<file path="src/design/ltp_map.svh">
/*
  Register offsets, field positions, reset values and divider counts of the
  legacy timer pair. Assumes 32-bit classic Wishbone with one register per word.
*/
`ifndef LTP_MAP_SVH
`define LTP_MAP_SVH

// Byte offsets of the registers
`define LTP_ADDR_CTRL 8'h00
`define LTP_ADDR_MODE 8'h04
`define LTP_ADDR_CLKSEL 8'h08
`define LTP_ADDR_A_LOW 8'h0C
`define LTP_ADDR_B_LOW 8'h10
`define LTP_ADDR_A_HIGH 8'h14
`define LTP_ADDR_B_HIGH 8'h18
`define LTP_ADDR_IRQEN 8'h1C

// Control register bits
`define LTP_CTRL_A_RUN 4
`define LTP_CTRL_A_OVF 5
`define LTP_CTRL_B_RUN 6
`define LTP_CTRL_B_OVF 7

// Mode register: four bits per timer, timer a in the low nibble
`define LTP_MODE_A_LSB 0
`define LTP_MODE_B_LSB 4

// Clock select register bits
`define LTP_CLK_PS_LSB 0
`define LTP_CLK_A_SYS 3
`define LTP_CLK_B_SYS 4

// Interrupt enable register bits
`define LTP_IRQEN_A 0
`define LTP_IRQEN_B 1

// Reset values
`define LTP_RST_BYTE 8'h00

// Prescaler divisors
`define LTP_DIV_12 6'h0C
`define LTP_DIV_4 6'h04
`define LTP_DIV_48 6'h30
`define LTP_EXT_DIV_LAST 3'h7

`endif

</file>
<file path="src/design/ltp_pkg.sv">
/*
  Types shared by the legacy timer pair modules.
  Assumes nothing beyond a SystemVerilog compiler.
*/
package ltp_pkg;

  // Operating modes of one timer
  typedef enum logic [1:0] {
    LTP_MODE_13BIT,
    LTP_MODE_16BIT,
    LTP_MODE_RELOAD,
    LTP_MODE_IDLE
  } ltp_mode_type;

  // Shared prescaler choices
  typedef enum logic [1:0] {
    LTP_PS_DIV12,
    LTP_PS_DIV4,
    LTP_PS_DIV48,
    LTP_PS_EXT8
  } ltp_prescale_type;

  // Per-timer nibble of the mode register
  typedef struct packed {
    logic gate_en;
    logic counter_sel;
    ltp_mode_type mode;
  } ltp_tmode_type;

  // Count held in a high and a low byte
  typedef struct packed {
    logic [7:0] high;
    logic [7:0] low;
  } ltp_count_type;

  // Software load of one count byte
  typedef struct packed {
    logic low;
    logic high;
    logic [7:0] data;
  } ltp_load_type;

endpackage : ltp_pkg

</file>
<file path="src/design/ltp_timer_unit.sv">
/*
  One counter of the timer pair: 13-bit, 16-bit and 8-bit auto-reload modes.
  Assumes tick_i is already gated by run and gate, and loads come from the bus.
*/
`timescale 1ns/1ps
`include "ltp_map.svh"

module ltp_timer_unit (
  input wire logic clk_i,
  input wire logic rst_i,
  input wire ltp_pkg::ltp_mode_type mode_i,
  input wire logic tick_i,
  input wire ltp_pkg::ltp_load_type load_i,
  output ltp_pkg::ltp_count_type count_o,
  output logic wrap_o
);
  import ltp_pkg::*;

  ltp_count_type count_q;
  ltp_count_type count_d;
  logic [12:0] next13;
  logic [15:0] next16;
  logic wrap;

  ////////////////////////////////////////////////////////////////////////////
  // Next count and wrap detection
  always_comb begin
    next13 = {count_q.high, count_q.low[4:0]} + 13'h0001;
    next16 = {count_q.high, count_q.low} + 16'h0001;
    count_d = count_q;
    wrap = 1'h0;
    if (tick_i) begin
      unique case (mode_i)
        LTP_MODE_13BIT: begin
          // Upper low-byte bits take no part in the count
          count_d.high = next13[12:5]; // RULE_01
          count_d.low[4:0] = next13[4:0]; // RULE_01
          wrap = (next13 == 13'h0000); // RULE_02
        end
        LTP_MODE_16BIT: begin
          count_d = next16; // RULE_08
          wrap = (next16 == 16'h0000); // RULE_08
        end
        LTP_MODE_RELOAD: begin
          if (count_q.low == 8'hFF) begin
            count_d.low = count_q.high; // RULE_09
            wrap = 1'h1; // RULE_09
          end else begin
            count_d.low = count_q.low + 8'h01;
          end
        end
        LTP_MODE_IDLE: begin
          count_d = count_q;
        end
      endcase
    end
    // Software loads win over counting for the byte written
    if (load_i.low) begin
      count_d.low = load_i.data;
    end
    if (load_i.high) begin
      count_d.high = load_i.data;
    end
  end

  // Count register
  always_ff @(posedge clk_i) begin
    if (rst_i) begin
      count_q <= {`LTP_RST_BYTE, `LTP_RST_BYTE};
    end else begin
      count_q <= count_d;
    end
  end

  assign count_o = count_q;
  assign wrap_o = wrap;

endmodule : ltp_timer_unit

</file>
<file path="src/design/ltp_top.sv">
/*
  Legacy timer pair, modes 13-bit, 16-bit and 8-bit auto-reload, behind a
  classic Wishbone slave. Assumes one 25 MHz clock, synchronous reset, and
  asynchronous count, gate and external oscillator pins.

// Operation
// RULE_01: 13-bit mode keeps eight upper bits high, five lower in low bits 4..0.
// RULE_02: 13-bit wrap sets the overflow flag; enabled flag raises interrupt.
// RULE_03: Counter select one counts falling edges on the count pin.
// RULE_04: Counter select zero uses system clock or prescaled clock per select bit.
// RULE_05: Advance only with run set and gate clear or gate pin high.
// RULE_06: Setting run never clears or reloads the count.
// RULE_07: Second timer behaves like the first with its own bytes and bits.
// RULE_08: 16-bit mode counts over all sixteen bits, same enabling.
// RULE_09: Reload mode counts low byte, reloads it from high byte on wrap.
// RULE_10: Software loads the low byte before enabling reload mode.
// RULE_11: External events up to a quarter of system clock are counted.
// RULE_12: Count pin levels are held at least two system clock periods.
// RULE_13: Five clock sources from per-timer selects and shared scale field.
// RULE_14: Mode, source and gating are configured separately per timer.
// RULE_15: Scale field picks divide by 12, 4, 48, or external divided by 8.
// RULE_16: Mode field picks 13-bit, 16-bit, auto-reload or inactive.
// RULE_17: Overflow flag clears on interrupt vectoring or software write.
// RULE_18: Count and gate pins pass two flops; edges compare successive samples.
*/
// Our own choices: the Wishbone interface to the registers and the placing of the registers.
`timescale 1ns/1ps
`include "ltp_map.svh"

module ltp_top (
  input wire logic clk_i,
  input wire logic rst_i,
  input wire logic wb_cyc_i,
  input wire logic wb_stb_i,
  input wire logic wb_we_i,
  input wire logic [7:0] wb_adr_i,
  input wire logic [3:0] wb_sel_i,
  input wire logic [31:0] wb_dat_i,
  output logic [31:0] wb_dat_o,
  output logic wb_ack_o,
  input wire logic count_input_a_i,
  input wire logic count_input_b_i,
  input wire logic gate_input_a_n_i,
  input wire logic gate_input_b_n_i,
  input wire logic external_osc_clock_i,
  input wire logic irq_ack_a_i,
  input wire logic irq_ack_b_i,
  output logic irq_a_o,
  output logic irq_b_o,
  output ltp_pkg::ltp_prescale_type prescale_o
);
  import ltp_pkg::*;

  // Pin vector order: ext clock, gate b, gate a, count b, count a
  localparam int PIN_CNT = 0;
  localparam int PIN_GATE = 2;
  localparam int PIN_EXT = 4;

  logic [4:0] pins;
  logic [4:0] sync1_q;
  logic [4:0] sync1_d;
  logic [4:0] sync2_q;
  logic [4:0] sync2_d;
  logic [4:0] prev_q;
  logic [4:0] prev_d;

  logic [5:0] ps_cnt_q;
  logic [5:0] ps_cnt_d;
  logic [5:0] ps_div;
  logic [2:0] ext_cnt_q;
  logic [2:0] ext_cnt_d;
  logic ps_tick;
  logic ext_rise;

  logic [1:0] run_q;
  logic [1:0] run_d;
  logic [1:0] ovf_q;
  logic [1:0] ovf_d;
  logic [7:0] mode_q;
  logic [7:0] mode_d;
  logic [1:0] sys_sel_q;
  logic [1:0] sys_sel_d;
  ltp_prescale_type ps_sel_q;
  ltp_prescale_type ps_sel_d;
  logic [1:0] irq_en_q;
  logic [1:0] irq_en_d;

  logic ack_q;
  logic ack_d;
  logic [31:0] rdata_q;
  logic [31:0] rdata_d;
  logic req;
  logic wr_en;
  logic ctrl_wr;

  logic [1:0] fall;
  logic [1:0] enable;
  logic [1:0] tick;
  logic [1:0] wrap;
  logic [1:0] irq_ack;
  ltp_count_type counts [2];

  ////////////////////////////////////////////////////////////////////////////
  // Pin synchronisers; the first stage feeds only the second
  assign pins = {external_osc_clock_i, gate_input_b_n_i, gate_input_a_n_i,
                 count_input_b_i, count_input_a_i};

  always_comb begin
    sync1_d = pins; // RULE_18
    sync2_d = sync1_q; // RULE_18
    prev_d = sync2_q; // RULE_18
  end

  always_ff @(posedge clk_i) begin
    if (rst_i) begin
      sync1_q <= 5'h00;
      sync2_q <= 5'h00;
      prev_q <= 5'h00;
    end else begin
      sync1_q <= sync1_d;
      sync2_q <= sync2_d;
      prev_q <= prev_d;
    end
  end

  ////////////////////////////////////////////////////////////////////////////
  // Shared prescaler producing one-cycle ticks
  assign ext_rise = sync2_q[PIN_EXT] & ~prev_q[PIN_EXT];

  always_comb begin
    unique case (ps_sel_q)
      LTP_PS_DIV12: ps_div = `LTP_DIV_12; // RULE_15
      LTP_PS_DIV4: ps_div = `LTP_DIV_4; // RULE_15
      LTP_PS_DIV48: ps_div = `LTP_DIV_48; // RULE_15
      LTP_PS_EXT8: ps_div = `LTP_DIV_4;
    endcase
    ps_cnt_d = ps_cnt_q;
    ext_cnt_d = ext_cnt_q;
    ps_tick = 1'h0;
    if (ps_sel_q == LTP_PS_EXT8) begin
      // External oscillator edges counted in eighths
      ps_cnt_d = 6'h00;
      if (ext_rise) begin
        ext_cnt_d = ext_cnt_q + 3'h1;
        ps_tick = (ext_cnt_q == `LTP_EXT_DIV_LAST); // RULE_15
      end
    end else begin
      // A divisor change never leaves the counter above its limit
      ext_cnt_d = 3'h0;
      if (ps_cnt_q >= ps_div - 6'h01) begin
        ps_cnt_d = 6'h00;
        ps_tick = 1'h1; // RULE_15
      end else begin
        ps_cnt_d = ps_cnt_q + 6'h01;
      end
    end
  end

  always_ff @(posedge clk_i) begin
    if (rst_i) begin
      ps_cnt_q <= 6'h00;
      ext_cnt_q <= 3'h0;
    end else begin
      ps_cnt_q <= ps_cnt_d;
      ext_cnt_q <= ext_cnt_d;
    end
  end

  ////////////////////////////////////////////////////////////////////////////
  // Wishbone classic slave: one wait state, ack for one cycle
  assign req = wb_cyc_i & wb_stb_i;
  assign wr_en = req & wb_we_i & ack_q & wb_sel_i[0];
  assign ctrl_wr = wr_en & (wb_adr_i == `LTP_ADDR_CTRL);

  always_comb begin
    ack_d = req & ~ack_q;
    rdata_d = rdata_q;
    if (req & ~ack_q) begin
      rdata_d = 32'h0000_0000;
      unique case (wb_adr_i)
        `LTP_ADDR_CTRL: begin
          rdata_d[`LTP_CTRL_A_RUN] = run_q[0];
          rdata_d[`LTP_CTRL_A_OVF] = ovf_q[0];
          rdata_d[`LTP_CTRL_B_RUN] = run_q[1];
          rdata_d[`LTP_CTRL_B_OVF] = ovf_q[1];
        end
        `LTP_ADDR_MODE: rdata_d[7:0] = mode_q;
        `LTP_ADDR_CLKSEL: begin
          rdata_d[`LTP_CLK_PS_LSB +: 2] = ps_sel_q;
          rdata_d[`LTP_CLK_A_SYS] = sys_sel_q[0];
          rdata_d[`LTP_CLK_B_SYS] = sys_sel_q[1];
        end
        `LTP_ADDR_A_LOW: rdata_d[7:0] = counts[0].low;
        `LTP_ADDR_B_LOW: rdata_d[7:0] = counts[1].low;
        `LTP_ADDR_A_HIGH: rdata_d[7:0] = counts[0].high;
        `LTP_ADDR_B_HIGH: rdata_d[7:0] = counts[1].high;
        `LTP_ADDR_IRQEN: rdata_d[1:0] = irq_en_q;
        default: rdata_d = 32'h0000_0000;
      endcase
    end
  end

  always_ff @(posedge clk_i) begin
    if (rst_i) begin
      ack_q <= 1'h0;
      rdata_q <= 32'h0000_0000;
    end else begin
      ack_q <= ack_d;
      rdata_q <= rdata_d;
    end
  end

  assign wb_ack_o = ack_q;
  assign wb_dat_o = rdata_q;

  ////////////////////////////////////////////////////////////////////////////
  // Configuration registers written from the bus
  always_comb begin
    run_d = run_q;
    mode_d = mode_q;
    sys_sel_d = sys_sel_q;
    ps_sel_d = ps_sel_q;
    irq_en_d = irq_en_q;
    if (ctrl_wr) begin
      // Run bits touch no count byte
      run_d[0] = wb_dat_i[`LTP_CTRL_A_RUN]; // RULE_06
      run_d[1] = wb_dat_i[`LTP_CTRL_B_RUN]; // RULE_06
    end
    if (wr_en & (wb_adr_i == `LTP_ADDR_MODE)) begin
      mode_d = wb_dat_i[7:0]; // RULE_14
    end
    if (wr_en & (wb_adr_i == `LTP_ADDR_CLKSEL)) begin
      ps_sel_d = ltp_prescale_type'(wb_dat_i[`LTP_CLK_PS_LSB +: 2]); // RULE_13
      sys_sel_d[0] = wb_dat_i[`LTP_CLK_A_SYS]; // RULE_13
      sys_sel_d[1] = wb_dat_i[`LTP_CLK_B_SYS]; // RULE_13
    end
    if (wr_en & (wb_adr_i == `LTP_ADDR_IRQEN)) begin
      irq_en_d[0] = wb_dat_i[`LTP_IRQEN_A];
      irq_en_d[1] = wb_dat_i[`LTP_IRQEN_B];
    end
  end

  always_ff @(posedge clk_i) begin
    if (rst_i) begin
      run_q <= 2'h0;
      ovf_q <= 2'h0;
      mode_q <= `LTP_RST_BYTE;
      sys_sel_q <= 2'h0;
      ps_sel_q <= LTP_PS_DIV12;
      irq_en_q <= 2'h0;
    end else begin
      run_q <= run_d;
      ovf_q <= ovf_d;
      mode_q <= mode_d;
      sys_sel_q <= sys_sel_d;
      ps_sel_q <= ps_sel_d;
      irq_en_q <= irq_en_d;
    end
  end

  assign prescale_o = ps_sel_q;
  assign irq_ack = {irq_ack_b_i, irq_ack_a_i};

  ////////////////////////////////////////////////////////////////////////////
  // Per-timer source selection, gating, flags and counter
  for (genvar g = 0; g < 2; g++) begin : gen_timer
    ltp_tmode_type tmode;
    ltp_load_type load;
    logic src_tick;
    logic [7:0] low_addr;
    logic [7:0] high_addr;
    int unsigned ovf_bit;

    assign tmode = ltp_tmode_type'(mode_q[4 * g +: 4]); // RULE_07
    assign low_addr = (g == 0) ? `LTP_ADDR_A_LOW : `LTP_ADDR_B_LOW;
    assign high_addr = (g == 0) ? `LTP_ADDR_A_HIGH : `LTP_ADDR_B_HIGH;
    assign ovf_bit = (g == 0) ? `LTP_CTRL_A_OVF : `LTP_CTRL_B_OVF;

    // Falling edge of the synchronised count pin, up to clk/4 event rate
    assign fall[g] = prev_q[PIN_CNT + g] & ~sync2_q[PIN_CNT + g]; // RULE_03 RULE_11

    // Counter, system clock or prescaled tick
    assign src_tick = tmode.counter_sel ? fall[g] // RULE_03
                    : (sys_sel_q[g] ? 1'h1 : ps_tick); // RULE_04

    // Gate pin high or gating off lets the timer advance
    assign enable[g] = run_q[g] & (~tmode.gate_en | sync2_q[PIN_GATE + g]); // RULE_05
    assign tick[g] = enable[g] & src_tick; // RULE_05

    assign load.low = wr_en & (wb_adr_i == low_addr);
    assign load.high = wr_en & (wb_adr_i == high_addr);
    assign load.data = wb_dat_i[7:0];

    // Wrap sets the flag even when cleared in the same cycle
    assign ovf_d[g] = wrap[g] // RULE_02 RULE_09
                    | (ctrl_wr ? wb_dat_i[ovf_bit] : (ovf_q[g] & ~irq_ack[g])); // RULE_17

    ltp_timer_unit u_timer (
      .clk_i(clk_i),
      .rst_i(rst_i),
      .mode_i(tmode.mode), // RULE_16
      .tick_i(tick[g]),
      .load_i(load),
      .count_o(counts[g]),
      .wrap_o(wrap[g])
    );
  end

  // Interrupt requests follow flag and enable
  assign irq_a_o = ovf_q[0] & irq_en_q[0]; // RULE_02
  assign irq_b_o = ovf_q[1] & irq_en_q[1]; // RULE_02

endmodule : ltp_top

</file>
<file path="config.mk">
export PLATFORM = sky130hd
export DESIGN_NAME = ltp_top
export DESIGN_NICKNAME = d
export VERILOG_FILES = /design/src/design/ltp_pkg.sv /design/src/design/ltp_timer_unit.sv /design/src/design/ltp_top.sv
export VERILOG_INCLUDE_DIRS = /design/src /design/src/design
export SDC_FILE = /design/constraint.sdc
export NUM_CORES = 1
export LEC_CHECK = 0
export ABC_AREA = 1
export BUFFER_PORTS_ARGS = -buffer_cell sky130_fd_sc_hd__buf_2
export CORE_ASPECT_RATIO = 1.25
export CORE_MARGIN = 2
export CORE_UTILIZATION = 31
export DETAILED_ROUTE_END_ITERATION = 7
export SLEW_MARGIN = 20
export SYNTH_ARGS = -nofsm -noshare
export SYNTH_HDL_FRONTEND = slang
export SYNTH_SLANG_ARGS = --single-unit
</file>
<file path="constraint.sdc">
create_clock -name clk_i -period 5.65 [get_ports clk_i]
set_clock_uncertainty 0.1 [all_clocks]
set_input_delay 1.13 -clock clk_i [delete_from_list [all_inputs] [get_ports clk_i]]
set_output_delay 1.13 -clock clk_i [all_outputs]
set_load 0.1 [all_outputs]
</file>
==> flow_summary.toml, run 1 <==
[outcome]
outcome = "finished, final reports clean"

[floorplanning]
core_sq_um = 18000
rows = 55
die_width_um = 125
die_h_um = 155
die-area_sq_um = 19300
io_pins = 93
start_util = 0.314

[worst_setup_path]
crit_slowest_cell = "nand3_1"
critPathLaunchType = "input port"
cp.required_ps = 5820
cpPeakStageDelay_ps = 620
cp_top_family = "simple AND/OR/NAND/NOR gates"
critPathBufInv = 3
worstPathCellList = "buf_2 -> nand2_1 -> inv_1 -> nand4_1 -> inv_1 -> nand3_1 -> nand2_1 -> o21ai_0 -> a21oi_1"
worst-setup-path-type = "in2reg"
worstSetupEndpointType = "flop"
cp_max_fo = 25
critPathArrivalTime_ps = 3390

[sta]
hold_viol_final = 0
period_share = 0.569
layout_min_cycle_time_ps = 3210
tightest_slew_ps = 908
slew_viol_final = 0
rsz0062_at_grt = "no"
relSlewSlack = 0.392
setup_ws_ps = 2440
setup_viol = 0
max_freq_ghz = 0.311
tns_ps = 0

[global_route]
grt_pass1_wl_um = 29200
grtUsageTotal = 0.192
grt_max_degree = 45
antenna_found_initial = 0
grt_pass1_vias = 5407
gr-total-overflow = 0

[job]
cap_violations = 0

[clock_network]
path_clk_slew_ps = 60
htreeDepth = 3
cts_hold_buf = 0
cts_setup_buffers = 0
clock_path_buffers = 2
clk-insertion-delay-late_ps = 360
cts_root_buffer = "clkbuf_16"
cts_resized = 0
numCtsBuffers = 9
cts_tree = "yes"
clkSinkCount = 81

[detailed_routing]
drt-pass1-iter-count = 5
drt_iter0_drc = 508
final_antenna_net_count = 0
drcViolationCount = 0
drt-total-wl_um = 18500
drt-vias-per-instance = 5.13
vias = 5929
route.detailed.wl_per_inst_um = 16.0

[yosys]
synthDistinctLibCells = 40
async_flop_share = 0
synthCells = 893
synth_ff_type = "dfxtp_1"
yosys-top-cells-area = "dfxtp_1, nand2_1, inv_1, nor2_1, nand3_1"
ys_seq_area_frac = 0.287
yosys.area.top_type_share = 0.287
ys_ff_latch = 81
yosysWarnings = 0
synth_top_area_cell = "dfxtp_1"
netlist_area_sq_um = 5640
yosysMostFrequentCell = "nand2_1"
synth_edf_count = 0
synth_common_cells = "nand2_1, inv_1, nor2_1, dfxtp_1, nand3_1"
synth_area_per_cell_sq_um = 6.32

[cells_and_area]
final_cells = 1155
nFillCells = 1942
drive_gt1_frac = 0.0874
area_delta_synth_final_pct = 11.2
final_nets = 995
n_antenna_cell = 0

[min_path]
hp-class = "reg2reg"

[power]
power_density_nw_per_um2 = 220
vdd_drop_max_mv = 0.145
p_leak_nw = 2.65

[place]
place_congestion = 0.939
io_buffers = 41
place_inst = 1139
place_ws_ps = 2120
dp_hpwl_um = 14300
[per-stage QoR]
step                      power [mW]  instance area (sq um)  hold slack (ps)   util
final                           1.38                   6270              301  0.349
after global routing            1.43                   6270              311  0.349
after CTS                       1.39                   6270              303  0.349
after detailed placement       0.736                   5950              293  0.331
after global placement         0.735                   5950              292  0.331
after floorplan                0.719                   5730              288      -
[final timing paths]
check                start                                to  slack (ps)  depth (start not counted)
min             sync1_q[4]                         prev_d[4]         300                          2
min reg2reg     sync1_q[4]                         prev_d[4]         300                          2
max               wb_cyc_i  gen_timer[1].u_timer.count_o[12]        2440                          9
max reg2reg  prescale_o[1]  gen_timer[0].u_timer.count_o[15]        2850                         12
[cell type report]
class | instances | area, sq um | share of cell area
Sequential cell | 81 | 1620 | 0.259
Clock buffer | 9 | 225 | 0.0359
Timing Repair Buffer | 41 | 205 | 0.0327
Clock inverter | 7 | 101 | 0.0162
Multi-Input combinational cell | 669 | 3380 | 0.539
Tap cell | 228 | 285 | 0.0455
Inverter | 120 | 450 | 0.0718
[logic make-up (layout without fill, tap and decap cells)]
kind of cell / Yosys count / in the layout / share of synthesized area
AO/OA/AOI/OAI: 193 / 193 / 0.197
XOR/XNOR: 18 / 18 / 0.0280
adder cells (fa/ha/maj): 17 / 17 / 0.0377
buffers and inverters: 166 / 177 / 0.128
flip-flops: 81 / 81 / 0.287
other: 2 / 25 / 0.00133
AND/OR/NAND/NOR: 416 / 416 / 0.320
[cells in the final DEF, fill, tap and decap left out, types with 3 or more instances in the layout]
| cell | count |
|---|---|
| clkbuf_16 | 9 |
| nor2_2 | 4 |
| a31oi_1 | 7 |
| nand2_2 | 6 |
| o22ai_1 | 14 |
| a21oi_1 | 56 |
| ha_1 | 17 |
| nor2_4 | 4 |
| a211oi_1 | 6 |
| o2111ai_1 | 3 |
| nor3_1 | 15 |
| xor2_1 | 16 |
| inv_1 | 114 |
| o21ai_1 | 4 |
| dfxtp_1 | 81 |
| o21ai_0 | 71 |
| o31ai_1 | 3 |
| inv_2 | 4 |
| o211ai_1 | 19 |
| a32o_1 | 3 |
| nand2_1 | 188 |
| nand3_1 | 72 |
| nor2_1 | 109 |
| nand4_1 | 12 |
| buf_2 | 41 |
| conb_1 | 25 |
[worst reg2reg max path, cell delays in order (launching register included)]
cell	delay (ps)
dfxtp_1	470
nand2_1	140
ha_1	310
nand2_1	70
inv_1	40
o21ai_0	70
nand4_1	150
nand2_1	120
nand2_1	110
o211ai_1	360
nand2_1	400
a21oi_1	240
a21oi_1	80
[flip-flops by register name, indices dropped and copies added, names as in the netlist]
name and flops:
ps_cnt_q 6, ext_cnt_q 3, mode_q 8, prev_q 3, prev_d 5, wb_dat_o 8
sys_sel_q 2, prescale_o 2, gen_timer.u_timer.count_o 32, ovf_q 2, irq_en_q 2, sync1_q 5
run_q 2, wb_ack_o 1
[layer usage]
| layer | up-vias | share of wire | wire length, um | track usage |
|---|---|---|---|---|
| met5 | - | 0 | 0 | 0 |
| met4 | 0 | 0.046 | 845 | 0.101 |
| met3 | 47 | 0.045 | 842 | 0.0301 |
| met2 | 187 | 0.50 | 9330 | 0.340 |
| met1 | 2723 | 0.41 | 7510 | 0.222 |
| li1 | 2972 | - | - | - |
[report_power, final]
group          total [mW]  switching (mW)  internal [mW]
clock network       0.657           0.265          0.392
registers           0.582         0.00382          0.578
logic               0.141           0.123         0.0175
Power figures use the tool's default switching activity.
==> run 2: changes to the inputs <==
- ABC_AREA: 1 -> 0
- clock period: 5.65 -> 2.7 ns (I/O delays scaled with it)
==> run 2 against run 1 <==
Compared with the run above: combinational power rose by 140%; final cell count fell by 15%; die area fell by 0.77%; clock power rose by 89%; sequential cell count did not move; worst hold slack improved by 7.1 ps; non-clock buffer count rose by 36; largest cell class unchanged; highest routed layer unchanged.
==> flow_summary.toml, run 2 <==
[worst_setup_path]
r2r_end = "gen_timer[0].u_timer.count_o[7]"
reg2reg_from = "prescale_o[0]"
cpPeakStageDelay_ps = 680
worstSetupEndpointType = "flop"
crit_slowest_cell = "or4b_2"
worst-setup-path-type = "reg2reg"
critPathBufInv = 0
ff2ff_setup_slack_ps = 190
critPathArrivalTime_ps = 2640
cp.required_ps = 2820
cp_max_fo = 7
worstPathCellList = "nand2b_1 -> ha_1 -> o211ai_1 -> o211a_1 -> o21a_2 -> or4b_2 -> nand4_1 -> a21oi_1"
reg2regPathDepth = 8
cp_top_family = "simple AND/OR/NAND/NOR gates"
critPathLaunchType = "flop"

[sta]
tightest_slew_ps = 787
setup_ws_ps = 186
slew_viol_final = 0
max_freq_ghz = 0.398
layout_min_cycle_time_ps = 2510
period_share = 0.931
relSlewSlack = 0.475
rsz0062_at_grt = "no"
hold_viol_final = 0
holdWs_ps = 308
setup_viol = 0
tns_ps = 0

[yosys]
ys_seq_area_frac = 0.290
yosysWarnings = 0
ys_ff_latch = 81
netlist_area_sq_um = 5600
synth_ff_type = "dfxtp_1"
synth_edf_count = 0
synthDistinctLibCells = 65
synth_top_area_cell = "dfxtp_1"
yosys.area.top_type_share = 0.290
synth_area_per_cell_sq_um = 7.73
async_flop_share = 0
synthCells = 724
yosys-top-cells-area = "dfxtp_1, nor2_1, nand2_1, ha_1, xnor2_1"
yosysMostFrequentCell = "dfxtp_1"
synth_common_cells = "dfxtp_1, nor2_1, nand2_1, nand3_1, clkbuf_1"

[cells_and_area]
n_antenna_cell = 0
final_nets = 830
largest_register_ffs = 32
drive_gt1_frac = 0.163
layout_common_cells = "dfxtp_1, nor2_1, nand2_1, buf_2, nand3_1"
final_common_cell = "dfxtp_1"
area_delta_synth_final_pct = 13.2
nFillCells = 1872

[clock_network]
cts_setup_buffers = 0
cts_resized = 0
cts_tree = "yes"
clk-insertion-delay-late_ps = 340
clock_path_buffers = 2
cts_root_buffer = "clkbuf_16"
path_clk_slew_ps = 60
numCtsBuffers = 9
htreeDepth = 3
clkSinkCount = 81
cts_hold_buf = 0

[floorplanning]
core_sq_um = 17600
die_width_um = 124
rows = 54
die-area_sq_um = 19100
start_util = 0.319
io_pins = 93
die_h_um = 154

[place]
dp_hpwl_um = 12900
place_congestion = 0.936
io_buffers = 41
place_ws_ps = 171

[global_route]
gr-total-overflow = 0
grt_pass1_wl_um = 27100
grt_pass1_vias = 4993
grtUsageTotal = 0.183
grt_max_degree = 55
antenna_found_initial = 0

[detailed_routing]
vias = 5360
drt-pass1-iter-count = 7
drt_iter0_drc = 522
drt-total-wl_um = 17000
drt-vias-per-instance = 5.44
route.detailed.wl_per_inst_um = 17.3
final_antenna_net_count = 0
drcViolationCount = 0

[min_path]
hp-class = "in2reg"
whs_path_depth = 2
holdCritStartpoint = "external_osc_clock_i"
whs_endpoint = "sync1_q[4]"

[job]
cap_violations = 0

[power]
p_leak_nw = 2.25
vdd_drop_max_mv = 0.252
power_density_nw_per_um2 = 443

[outcome]
outcome = "finished, final reports clean"
[run 2: cell types whose count changed after synthesis, sizes merged, moves of 18 or more]
| cell | before | now |
|---|---|---|
| clkbuf | 15 | 34 |
| inv | 118 | 22 |
| o21ai | 76 | 22 |
| xnor2 | 2 | 23 |
| a21oi | 57 | 29 |
| a211oi | 6 | 24 |
| nand2 | 194 | 65 |
| nor2 | 118 | 78 |
| nor2b | 0 | 20 |
| nand3 | 72 | 39 |
[run 2: how the worst max path moves through the flow]
stage,start,end,slack (ps),cells after the start
floorplan,prescale_o[0],gen_timer[0].u_timer.count_o[7],40,8
global placement,prescale_o[0],gen_timer[0].u_timer.count_o[7],190,8
detailed placement,prescale_o[0],gen_timer[0].u_timer.count_o[7],170,8
CTS,prescale_o[0],gen_timer[0].u_timer.count_o[7],150,8
global route,prescale_o[0],gen_timer[1].u_timer.count_o[14],40,9
finish,prescale_o[0],gen_timer[0].u_timer.count_o[7],190,8
[run 2: kinds of logic after synthesis]
group                      synth area share
AOI/OAI and AO/OA                     0.200
xor gates and xnor gates             0.0501
adders and majority gates            0.0380
buffers and inverters                0.0894
DFF                                   0.290
muxes                                0.0606
other                               0.00134
and+or+nand+nor                       0.271
[run 2: where the power goes]
part           internal, mW  switching [mW]
combinational        0.0505           0.287
clock                 0.735           0.507
sequential             1.21          0.0102
total                  2.00           0.804
[run 2: cell type report]
class / count / area [sq um] / area share
multi-input cells: 566 / 3560 / 0.562
flip-flops and latches: 81 / 1630 / 0.257
repair buffers: 77 / 488 / 0.0770
well taps: 224 / 280 / 0.0443
clock buffers: 10 / 239 / 0.0377
inverters: 22 / 82.6 / 0.0130
clock inverters: 5 / 56.3 / 0.00889
[run 2: layer usage]
metal  global-route usage  routed length (um)
met1                0.232                7310
met2                0.310                8480
met3               0.0243                 711
met4               0.0717                 540
met5                    0                   0
[run 2: metrics by stage]
stage                     instance area [sq um]  utilization  total power [mW]  cells
after CTS                                  6330        0.360              2.82    985
after global placement                     6040        0.344              1.59    970
after floorplan                            5690            -              1.54    747
after global routing                       6330        0.361              2.89    985
after detailed placement                   6040        0.344              1.59    970
final                                      6330        0.361              2.80    985
